**config.mk**
```make
export PLATFORM = sky130hd
export DESIGN_NAME = input_clock_monitor_priority
export DESIGN_NICKNAME = d
export VERILOG_FILES = /design/src/inc/clkmon_pkg.sv /design/src/verilog/input_clock_monitor_priority.sv
export VERILOG_INCLUDE_DIRS = /design/src /design/src/inc
export SDC_FILE = /design/constraint.sdc
export NUM_CORES = 2
export LEC_CHECK = 0
export ABC_AREA = 1
export BUFFER_PORTS_ARGS = -buffer_cell sky130_fd_sc_hd__buf_2
export CORE_AREA = 3 3 436 438
export CTS_CLUSTER_DIAMETER = 80
export DETAILED_ROUTE_END_ITERATION = 10
export DIE_AREA = 0 0 439 441
export SLEW_MARGIN = 0
export SYNTH_ARGS = -nofsm -noshare
export SYNTH_HDL_FRONTEND = slang
export SYNTH_SLANG_ARGS = --single-unit
export TNS_END_PERCENT = 1
```
**constraint.sdc**
```tcl
create_clock -name REF_CLK -period 6.4 [get_ports REF_CLK]
set_clock_uncertainty 0.15 [all_clocks]
set_input_delay 0 -clock REF_CLK [delete_from_list [all_inputs] [get_ports REF_CLK]]
set_output_delay 0 -clock REF_CLK [all_outputs]
set_load 0.02 [all_outputs]
```
**src/inc/clkmon_map.svh**
```systemverilog
// Purpose: Register map, field positions, reset values and timing counts.
// Assumes: 32-bit AXI4-Lite words, one register per aligned word.
// Notes: Offsets are the word index times four.
`ifndef CLKMON_MAP_SVH
`define CLKMON_MAP_SVH
`define ADDR_W 8
`define IDX_ENABLE 0
`define IDX_INCFG 1
`define IDX_MONCFG 2
`define IDX_GPIOCFG 3
`define IDX_ACTCFG 4
`define IDX_PCTCFG 5
`define IDX_NOM1 6
`define IDX_TIMECFG 9
`define IDX_PRIO_A 10
`define IDX_PRIO_B 11
`define IDX_VALCTRL 12
`define IDX_SELCTRL 13
`define IDX_STATUS 14
`define IDX_VALID_STATUS_REGS 15
`define CFG_WORDS 14
`define RST_ENABLE 32'h0000_0007
`define RST_ACTCFG 32'h0140_03E8
`define RST_PCTCFG 32'h0000_000A
`define RST_NOM 32'h0000_00C8
`define RST_PRIO_A 32'h0000_0021
`define RST_PRIO_B 32'h0000_0003
`define RST_VALCTRL 32'h0000_0007
`define POL_BIT 0
`define HSDIV_LSB 1
`define ACTEN_BIT 0
`define PCTEN_BIT 1
`define LOSSRC_LSB 2
`define CHG_LSB 8
`define LOCK_TIMEOUT_FLAG_LSB 16
`define GPIO_CFG_INV 4'h1
`define GPIO_CFG_PLAIN 4'h2
`define LOS_SRC_GPIO1 3'h2
`define PCT_MIN 5'h01
`define PCT_MAX 5'h14
`define PCT_SCALE 8'h64
`define CLK_PERIOD_NS 50
`define TICK_NS 1000000
`define RESP_OKAY 2'h0
`define RESP_SLVERR 2'h2
`endif

```
**src/inc/clkmon_pkg.sv**
```systemverilog
// Purpose: Types shared by the input clock monitor.
// Assumes: Map header supplies all numbers.
// Notes: All state of the block is one packed struct.
`include "clkmon_map.svh"
package clkmon_pkg;
    typedef logic [2:0][15:0] cnt3_t;
    typedef struct packed {
        logic [`CFG_WORDS-1:0][31:0] cfg;
        logic [2:0] prev_in;
        logic [2:0][2:0] div_cnt;
        logic [2:0] div_edge;
        logic [15:0] win_cnt;
        cnt3_t edge_cnt;
        logic [2:0] act_ok;
        logic [2:0] pct_ok;
        logic [2:0] pct_armed;
        cnt3_t val_cnt;
        logic [2:0] valid_prev;
        logic [2:0] chg;
        logic [2:0] lock_timeout_flag;
        logic [15:0] tick_cnt;
        logic tick;
        logic [15:0] lk_cnt;
        logic [1:0] sel;
        logic sel_valid;
        logic gp_out;
        logic gp_oe;
        logic awready;
        logic wready;
        logic aw_have;
        logic w_have;
        logic [`ADDR_W-1:0] aw_addr;
        logic [31:0] wdata;
        logic [3:0] wstrb;
        logic bvalid;
        logic [1:0] bresp;
        logic arready;
        logic rvalid;
        logic [31:0] rdata;
        logic [1:0] rresp;
    } mon_state_t;
endpackage

```
**src/verilog/input_clock_monitor_priority.sv**
```systemverilog
// Purpose: Three-input clock monitor, validation and reference selection.
// Assumes: Clock pins and GPIOs are synchronous samples of REF_CLK.
// Notes: Monitors and dividers run only from REF_CLK, the master clock.
`timescale 1ns/10ps
module input_clock_monitor_priority
    import clkmon_pkg::*;
#(
    parameter int TICK_CYCLES = `TICK_NS / `CLK_PERIOD_NS
)
(
    input wire logic REF_CLK,
    input wire logic RST,
    input wire logic [2:0] IN_CLK,
    input wire logic [1:0] GPIO_PIN_IN,
    input wire logic EXT_SEL,
    input wire logic DPLL_LOCKED,
    output logic THIRD_PIN_OUT,
    output logic THIRD_PIN_OE,
    output logic [2:0] DIV_EDGE,
    output logic [1:0] SEL_REF,
    output logic SEL_VALID,
    input wire logic [`ADDR_W-1:0] AWADDR,
    input wire logic AWVALID,
    output logic AWREADY,
    input wire logic [31:0] WDATA,
    input wire logic [3:0] WSTRB,
    input wire logic WVALID,
    output logic WREADY,
    output logic [1:0] BRESP,
    output logic BVALID,
    input wire logic BREADY,
    input wire logic [`ADDR_W-1:0] ARADDR,
    input wire logic ARVALID,
    output logic ARREADY,
    output logic [31:0] RDATA,
    output logic [1:0] RRESP,
    output logic RVALID,
    input wire logic RREADY
);
    mon_state_t s_reg;
    mon_state_t s_next;
    logic [2:0] los;
    logic [2:0] val;
    logic [2:0] validated_timer_bit;
    logic [2:0] valid_rt;
    logic [2:0] elig;
    logic [2:0][3:0] prio;
    logic [2:0] gpio_lvl;
    logic ext_sw;

    assign ext_sw = s_reg.cfg[`IDX_SELCTRL][0];
    assign prio[0] = s_reg.cfg[`IDX_PRIO_A][3:0];
    assign prio[1] = s_reg.cfg[`IDX_PRIO_A][7:4];
    assign prio[2] = s_reg.cfg[`IDX_PRIO_B][3:0];

    always_comb
    begin
        logic [3:0] gcode;
        logic [2:0] src;
        logic [31:0] word;
        logic [15:0] diff;
        logic [23:0] lhs;
        logic [23:0] rhs;
        logic [4:0] thr;
        logic [3:0] bestp;
        logic [1:0] best;
        logic any;
        logic cur_ok;
        logic win_end;
        logic edge_seen;
        logic [3:0] ridx;
        gcode = '0;
        src = '0;
        word = '0;
        diff = '0;
        lhs = '0;
        rhs = '0;
        thr = '0;
        bestp = 4'hF;
        best = 2'h0;
        any = 1'b0;
        cur_ok = 1'b0;
        edge_seen = 1'b0;
        ridx = '0;
        s_next = s_reg;
        los = '0;
        val = '0;
        validated_timer_bit = '0;
        valid_rt = '0;
        elig = '0;
        gpio_lvl = '0;
        for (int g = 0; g < 3; g++)
        begin
            gcode = s_reg.cfg[`IDX_GPIOCFG][4*g +: 4];
            if (g < 2)
                edge_seen = GPIO_PIN_IN[g];
            else
                edge_seen = IN_CLK[2] & ~s_reg.cfg[`IDX_ENABLE][2];
            if (gcode == `GPIO_CFG_INV)
                gpio_lvl[g] = ~edge_seen;
            else if (gcode == `GPIO_CFG_PLAIN)
                gpio_lvl[g] = edge_seen;
        end
        gcode = s_reg.cfg[`IDX_GPIOCFG][11:8];
        s_next.gp_oe = ~s_reg.cfg[`IDX_ENABLE][2] & gcode[2];
        s_next.gp_out = gcode[0];
        // The tick paces validation and lock timers at a coarse rate.
        s_next.tick = 1'b0;
        s_next.tick_cnt = s_reg.tick_cnt + 16'h0001;
        if (s_reg.tick_cnt >= 16'(TICK_CYCLES - 1))
        begin
            s_next.tick_cnt = '0;
            s_next.tick = 1'b1;
        end
        win_end = s_reg.win_cnt + 16'h0001 >= s_reg.cfg[`IDX_ACTCFG][15:0];
        s_next.win_cnt = win_end ? 16'h0000 : s_reg.win_cnt + 16'h0001;
        thr = s_reg.cfg[`IDX_PCTCFG][4:0];
        // Threshold clamped to one to twenty
        if (thr < `PCT_MIN)
            thr = `PCT_MIN;
        else if (thr > `PCT_MAX)
            thr = `PCT_MAX;
        // All monitor logic clocked by master clock
        for (int i = 0; i < 3; i++)
        begin
            s_next.prev_in[i] = IN_CLK[i];
            if (s_reg.cfg[`IDX_INCFG][8*i + `POL_BIT])
                edge_seen = s_reg.prev_in[i] & ~IN_CLK[i];
            else
                edge_seen = ~s_reg.prev_in[i] & IN_CLK[i];
            edge_seen = edge_seen & s_reg.cfg[`IDX_ENABLE][i];
            s_next.div_edge[i] = 1'b0;
            if (edge_seen)
            begin
                s_next.div_cnt[i] = s_reg.div_cnt[i] + 3'h1;
                if (s_reg.div_cnt[i] == 3'((4'h1 <<
                    s_reg.cfg[`IDX_INCFG][8*i + `HSDIV_LSB +: 2]) - 4'h1))
                begin
                    s_next.div_cnt[i] = '0;
                    s_next.div_edge[i] = 1'b1;
                end
            end
            if (win_end)
                s_next.edge_cnt[i] = '0;
            else if (s_reg.div_edge[i] && s_reg.edge_cnt[i] != 16'hFFFF)
                s_next.edge_cnt[i] = s_reg.edge_cnt[i] + 16'h0001;
            src = s_reg.cfg[`IDX_MONCFG][8*i + `LOSSRC_LSB +: 3];
            if (src >= `LOS_SRC_GPIO1 && src <= `LOS_SRC_GPIO1 + 3'h2)
                los[i] = gpio_lvl[2'(src - `LOS_SRC_GPIO1)];
            if (los[i])
                s_next.act_ok[i] = 1'b0;
            else if (!s_reg.cfg[`IDX_MONCFG][8*i + `ACTEN_BIT])
                s_next.act_ok[i] = 1'b1;
            else if (win_end)
                s_next.act_ok[i] =
                    s_reg.edge_cnt[i] >= 16'(s_reg.cfg[`IDX_ACTCFG][31:24])
                    && s_reg.edge_cnt[i] <=
                    16'(s_reg.cfg[`IDX_ACTCFG][23:16]);
            diff = s_reg.edge_cnt[i] > s_reg.cfg[`IDX_NOM1 + i][15:0] ?
                s_reg.edge_cnt[i] - s_reg.cfg[`IDX_NOM1 + i][15:0] :
                s_reg.cfg[`IDX_NOM1 + i][15:0] - s_reg.edge_cnt[i];
            lhs = 24'(diff) * 24'(`PCT_SCALE);
            rhs = 24'(s_reg.cfg[`IDX_NOM1 + i][15:0]) * 24'(thr);
            if (!s_next.act_ok[i])
            begin
                s_next.pct_ok[i] = 1'b0;
                s_next.pct_armed[i] = 1'b0;
            end
            else if (!s_reg.cfg[`IDX_MONCFG][8*i + `PCTEN_BIT])
                s_next.pct_ok[i] = 1'b1;
            // Only a window that began with activity valid is judged.
            else if (win_end)
            begin
                s_next.pct_ok[i] = s_reg.pct_armed[i] && lhs <= rhs;
                s_next.pct_armed[i] = 1'b1;
            end
            val[i] = s_reg.act_ok[i] & s_reg.pct_ok[i] & ~los[i];
            if (!val[i])
                s_next.val_cnt[i] = '0;
            else if (s_reg.tick &&
                s_reg.val_cnt[i] < s_reg.cfg[`IDX_TIMECFG][15:0])
                s_next.val_cnt[i] = s_reg.val_cnt[i] + 16'h0001;
            validated_timer_bit[i] = val[i] &&
                s_reg.val_cnt[i] >= s_reg.cfg[`IDX_TIMECFG][15:0];
            valid_rt[i] = validated_timer_bit[i] & ~s_reg.lock_timeout_flag[i] &
                s_reg.cfg[`IDX_ENABLE][i];
            elig[i] = valid_rt[i] & s_reg.cfg[`IDX_VALCTRL][i] &
                (prio[i] != 4'h0);
        end
        // Lowest nonzero value wins, low index on ties
        for (int i = 2; i >= 0; i--)
        begin
            if (elig[i] && prio[i] <= bestp)
            begin
                bestp = prio[i];
                best = 2'(i);
                any = 1'b1;
            end
        end
        cur_ok = s_reg.sel_valid && s_reg.sel != 2'h3 && elig[s_reg.sel];
        if (ext_sw)
        begin
            s_next.sel = EXT_SEL ? (prio[0] != 4'h0 ? 2'h0 : 2'h2) : 2'h1;
            s_next.sel_valid = 1'b1;
        end
        // Automatic choice of best valid input
        else if (!cur_ok)
        begin
            s_next.sel = best;
            s_next.sel_valid = any;
        end
        else if (s_reg.cfg[`IDX_SELCTRL][1] && bestp < prio[s_reg.sel])
            s_next.sel = best;
        if (ext_sw || !s_reg.sel_valid || DPLL_LOCKED ||
            s_next.sel != s_reg.sel)
            s_next.lk_cnt = '0;
        else if (s_reg.tick)
            s_next.lk_cnt = s_reg.lk_cnt + 16'h0001;
        // AXI4-Lite slave; writes wait until address and data are both in.
        if (AWVALID && s_reg.awready)
        begin
            s_next.aw_have = 1'b1;
            s_next.aw_addr = AWADDR;
        end
        if (WVALID && s_reg.wready)
        begin
            s_next.w_have = 1'b1;
            s_next.wdata = WDATA;
            s_next.wstrb = WSTRB;
        end
        if (s_reg.bvalid && BREADY)
            s_next.bvalid = 1'b0;
        if (s_reg.aw_have && s_reg.w_have)
        begin
            s_next.aw_have = 1'b0;
            s_next.w_have = 1'b0;
            s_next.bvalid = 1'b1;
            s_next.bresp = `RESP_OKAY;
            ridx = s_reg.aw_addr[5:2];
            if (s_reg.aw_addr[`ADDR_W-1:6] != '0 || ridx == `IDX_STATUS)
                s_next.bresp = `RESP_SLVERR;
            else if (ridx == `IDX_VALID_STATUS_REGS)
            begin
                if (s_reg.wstrb[1])
                    s_next.chg = s_reg.chg & ~s_reg.wdata[`CHG_LSB +: 3];
                if (s_reg.wstrb[2])
                    s_next.lock_timeout_flag = s_reg.lock_timeout_flag & ~s_reg.wdata[`LOCK_TIMEOUT_FLAG_LSB +: 3];
            end
            else
            begin
                for (int b = 0; b < 4; b++)
                begin
                    if (s_reg.wstrb[b])
                        s_next.cfg[ridx][8*b +: 8] = s_reg.wdata[8*b +: 8];
                end
            end
        end
        // Hardware sets come after the clears so that a set wins.
        for (int i = 0; i < 3; i++)
        begin
            s_next.valid_prev[i] = valid_rt[i];
            if (valid_rt[i] != s_reg.valid_prev[i])
                s_next.chg[i] = 1'b1;
        end
        if (s_reg.cfg[`IDX_TIMECFG][31:16] != 16'h0000 &&
            s_reg.lk_cnt >= s_reg.cfg[`IDX_TIMECFG][31:16] &&
            s_reg.sel != 2'h3)
        begin
            s_next.lock_timeout_flag[s_reg.sel] = 1'b1;
            s_next.lk_cnt = '0;
        end
        if (s_reg.rvalid && RREADY)
            s_next.rvalid = 1'b0;
        if (ARVALID && s_reg.arready)
        begin
            s_next.rvalid = 1'b1;
            s_next.rresp = `RESP_OKAY;
            ridx = ARADDR[5:2];
            word = '0;
            if (ARADDR[`ADDR_W-1:6] != '0)
                s_next.rresp = `RESP_SLVERR;
            else if (ridx == `IDX_STATUS)
            begin
                for (int i = 0; i < 3; i++)
                    word[8*i +: 8] = {2'h0, s_reg.lock_timeout_flag[i], validated_timer_bit[i], val[i],
                        los[i], s_reg.pct_ok[i], s_reg.act_ok[i]};
            end
            else if (ridx == `IDX_VALID_STATUS_REGS)
                word = {6'h00, s_reg.sel, 5'h00, s_reg.lock_timeout_flag, 5'h00,
                    s_reg.chg, 5'h00, valid_rt};
            else
                word = s_reg.cfg[ridx];
            s_next.rdata = word;
        end
        s_next.awready = ~s_next.aw_have & ~s_next.bvalid;
        s_next.wready = ~s_next.w_have & ~s_next.bvalid;
        s_next.arready = ~s_next.rvalid;
        if (RST)
        begin
            s_next = '0;
            s_next.cfg[`IDX_ENABLE] = `RST_ENABLE;
            s_next.cfg[`IDX_ACTCFG] = `RST_ACTCFG;
            s_next.cfg[`IDX_PCTCFG] = `RST_PCTCFG;
            for (int i = 0; i < 3; i++)
                s_next.cfg[`IDX_NOM1 + i] = `RST_NOM;
            s_next.cfg[`IDX_PRIO_A] = `RST_PRIO_A;
            s_next.cfg[`IDX_PRIO_B] = `RST_PRIO_B;
            s_next.cfg[`IDX_VALCTRL] = `RST_VALCTRL;
        end
    end

    always_ff @(posedge REF_CLK)
    begin
        s_reg <= s_next;
    end

    assign THIRD_PIN_OUT = s_reg.gp_out;
    assign THIRD_PIN_OE = s_reg.gp_oe;
    assign DIV_EDGE = s_reg.div_edge;
    assign SEL_REF = s_reg.sel;
    assign SEL_VALID = s_reg.sel_valid;
    assign AWREADY = s_reg.awready;
    assign WREADY = s_reg.wready;
    assign BVALID = s_reg.bvalid;
    assign BRESP = s_reg.bresp;
    assign ARREADY = s_reg.arready;
    assign RVALID = s_reg.rvalid;
    assign RDATA = s_reg.rdata;
    assign RRESP = s_reg.rresp;

    function automatic logic cur_sel_ok();
        return s_reg.sel_valid && s_reg.sel != 2'h3 && elig[s_reg.sel];
    endfunction
endmodule // input_clock_monitor_priority

```
==> results.json <==
{
  "p_total_uw": 10900,
  "worst_r2r_path_depth": 41,
  "irDropWorstVdd_mv": 0.2019,
  "cts_inserted_buffers": 82,
  "drv.max_cap_violation_count": 0,
  "floorplan.rows": 159,
  "r2r_slack_ns": 0.05,
  "clkSlewWorstSetupHoldPaths_ns": 0.07,
  "synth.yosys.warnings": 0,
  "critPathSlowestCell": "sky130_fd_sc_hd__fa_1",
  "most_frequent_cells_in_the_layout": "sky130_fd_sc_hd__inv_1, sky130_fd_sc_hd__a21oi_1, sky130_fd_sc_hd__nand2_1",
  "layout.nets": 8099,
  "synth_enable_flop_cells": 0,
  "crit_arrival_ns": 6.81,
  "regToRegEndpoint": "s_reg[186]",
  "cts_tree": "yes",
  "cell_count_after_synthesis": 6848,
  "final-max-slew-violation-count": 0,
  "stdcell_area_um2": 61380,
  "grt_max_degree": 160,
  "first_global_vias": 47090,
  "grt_antenna_before_repair": 3,
  "first_pass_grt_wire_length_um": 274400,
  "pwr_density_cell_nw_per_um2": 177.6,
  "postRouteWirelength_um": 181200,
  "filler_cell_count": 19760,
  "setup-violations-final": 0,
  "postRouteAntennaNets": 0,
  "unrepaired_setup_endpoints_after_global_routing": "yes",
  "buffer_type_at_the_clock_tree_root": "sky130_fd_sc_hd__clkbuf_16",
  "antenna_cells_inserted": 0,
  "clock.fmax_mhz": 157.6,
  "cts_htree_levels": 3,
  "placed_cells": 9570,
  "crit_path_frequent_cell": "sky130_fd_sc_hd__nand2_1",
  "io_buffers": 108,
  "layout_commonest_cell": "sky130_fd_sc_hd__inv_1",
  "layout.cells.non_filler": 9882,
  "drt_drc_violations_left": 0,
  "timing.critical_path.slowest_cell_delay_ns": 0.53,
  "drt_iter0_drc": 4145,
  "floorplan.initialDensity_pct": 26.95,
  "postSynthAreaPerCell_um2": 7.358,
  "die-width_um": 439,
  "timing.hold.worst.class": "input port to flip-flop",
  "detail_placement_hpwl_um": 138200,
  "worst_slew_pin_slew_ns": 1.238,
  "clkSinkCount": 714,
  "r2r_start": "s_reg[207]",
  "gp_routability_congestion": 0.9570,
  "avgRoutedWirePerCell_um": 18.34,
  "startpoint_type": "flip-flop",
  "synth_sequential_area_ratio_pct": 28.37,
  "mapped_area_um2": 50390,
  "cts_buffer_depth": 3,
  "min_delay_worst_endpoint": "s_reg[58]",
  "critical_path.endpoint_type": "flip-flop",
  "min-delay-start": "WDATA[15]",
  "max_ffs_per_register": 654,
  "worstHoldPathCells": 4,
  "final_min_period_over_clock_period_pct": 99.15,
  "clkLatencyLatePin_ns": 0.71,
  "ys_dominant_reg_cell": "sky130_fd_sc_hd__dfxtp_1",
  "timing.critical_path.fanout_max": 8,
  "ys_seq_elements": 714,
  "firstDrtPassIters": 8,
  "total_negative_setup_slacks_ns": 0,
  "placement.cell_area_um2": 56130,
  "fp.coreArea_um2": 187000,
  "design.portCount": 115,
  "number_of_hold_slack_violations_in_the_final_timing_report": 0,
  "grt_usage_pct": 18.00,
  "leakagePower_uw": 0.02696,
  "drive_above_1_share_pct": 12.90,
  "outcome": "finished, final reports clean",
  "synth-async-reset-ratio_pct": 0,
  "timing.setup.critical_path_class": "flip-flop to flip-flop",
  "max-slew-margin-rel_pct": 17.14,
  "post_synth_num_cell_types": 69,
  "hold-worst-slack_ns": 0.05181,
  "globalRouteOverflowTotal": 0,
  "finalCriticalPeriod_ns": 6.346,
  "routed-via-count": 49130,
  "die_y_um": 441,
  "worstPathRequired_ns": 6.86,
  "viasPerCell": 4.971,
  "floorplan.die_area_um2": 193600,
  "layout-area-overhead-vs-synth_pct": 21.80
}
==> report_power, final <==
group	leakage, µW	total, µW	switching (µW)	internal [µW]
clock network	0.00137	4940	2130	2810
registers	0.00577	4610	119	4490
logic	0.0198	1350	815	534
total	0.0270	10900	3070	7840
==> cells in the mapped netlist, drive strengths merged, types with 3 or more instances <==
cell type / number / share of area (%)
o21a: 12 / 0.18
o22ai: 27 / 0.35
nor3: 101 / 1.1
a221o: 6 / 0.12
a21oi: 910 / 9.0
o221a: 6 / 0.13
xnor2: 58 / 1.0
nor3b: 26 / 0.39
fa: 165 / 6.6
o32ai: 3 / 0.052
a41oi: 6 / 0.10
xor2: 120 / 2.1
nand4: 69 / 0.89
nor2: 565 / 4.3
clkbuf: 254 / 1.9
a31oi: 23 / 0.29
mux2i: 9 / 0.18
nand3b: 5 / 0.075
dfxtp: 714 / 28
nand3: 215 / 2.2
o221ai: 48 / 0.83
a211oi: 73 / 1.1
and3: 3 / 0.037
nor4: 16 / 0.20
a221oi: 16 / 0.28
a22oi: 41 / 0.61
ha: 547 / 14
o211ai: 25 / 0.37
o21ai: 688 / 6.8
o21bai: 13 / 0.19
a21o: 15 / 0.22
a21boi: 13 / 0.19
o311ai: 8 / 0.14
nand2: 897 / 6.8
clkinv: 7 / 0.052
o2111ai: 9 / 0.16
or2: 17 / 0.21
buf: 78 / 0.95
inv: 1011 / 7.5
o31ai: 11 / 0.17
==> kinds of logic after synthesis <==
| kind of cell | Yosys count | synth area share, % |
|---|---|---|
| compound gates | 1964 | 21.56 |
| xor+xnor | 178 | 3.094 |
| fa+ha+maj | 712 | 20.14 |
| simple gates | 1920 | 16.23 |
| flops | 714 | 28.37 |
| buf+inv | 1350 | 10.42 |
| mux | 9 | 0.1788 |
| other cells | 1 | 0.007442 |
==> layout make-up <==
type / instances / area [µm²] / share of cell area [%]
clock buffers: 115 / 2336 / 3.806
clock inverters: 35 / 519.2 / 0.8460
inverters: 1018 / 3837 / 6.252
multi-input cells: 4787 / 31670 / 51.60
flip-flops and latches: 714 / 14300 / 23.30
well taps: 2495 / 3122 / 5.086
repair buffers: 718 / 5590 / 9.109
==> layer usage <==
layer	share of wire (%)	track usage [%]
met1	41	22.23
met3	6.5	2.565
met2	46	30.05
met4	6.3	10.05
met5	0	0
==> how the worst max path moves through the flow <==
stage | start | endpoint | cells after the start
6_report | s_reg[207] | s_reg[186] | 41
5_1_grt | s_reg[207] | s_reg[186] | 42
4_1_cts | s_reg[191] | s_reg[185] | 42
3_5_place_dp | s_reg[223] | s_reg[187] | 41
3_3_place_gp | s_reg[191] | s_reg[185] | 42
2_1_floorplan | s_reg[191] | s_reg[185] | 44
==> metrics by stage <==
step / worst slack (ns) / utilization, %
6_report: 0.05415 / 32.82
5_1_grt: -0.3990 / 32.82
3_5_place_dp: -0.3131 / 30.02
2_1_floorplan: -0.04406 / -
4_1_cts: -0.04287 / 32.37
3_3_place_gp: -0.2011 / 30.02
==> what timing repair did <==
| action | 4_1_cts | 5_1_grt |
|---|---|---|
| setup endpoints to repair | 9 | 21 |
| endpoints found under the hold margin | 156 | 0 |
| buffers inserted | 12 | 26 |
| pin swaps | 36 | 93 |
| resized for setup | 50 | 147 |
| cloned | 1 | 1 |
| hold buffers | 122 | 0 |
==> critical path: cells and delay by family (launching register included) <==
| kind | cells | cell delay [ns] |
|---|---|---|
| simple gates | 14 | 1.33 |
| buf+inv | 8 | 0.48 |
| xor+xnor | 2 | 0.31 |
| fa+ha+maj | 7 | 2.13 |
| compound gates | 10 | 1.52 |
| flops | 1 | 0.32 |
(Power assumes the default switching activity.)
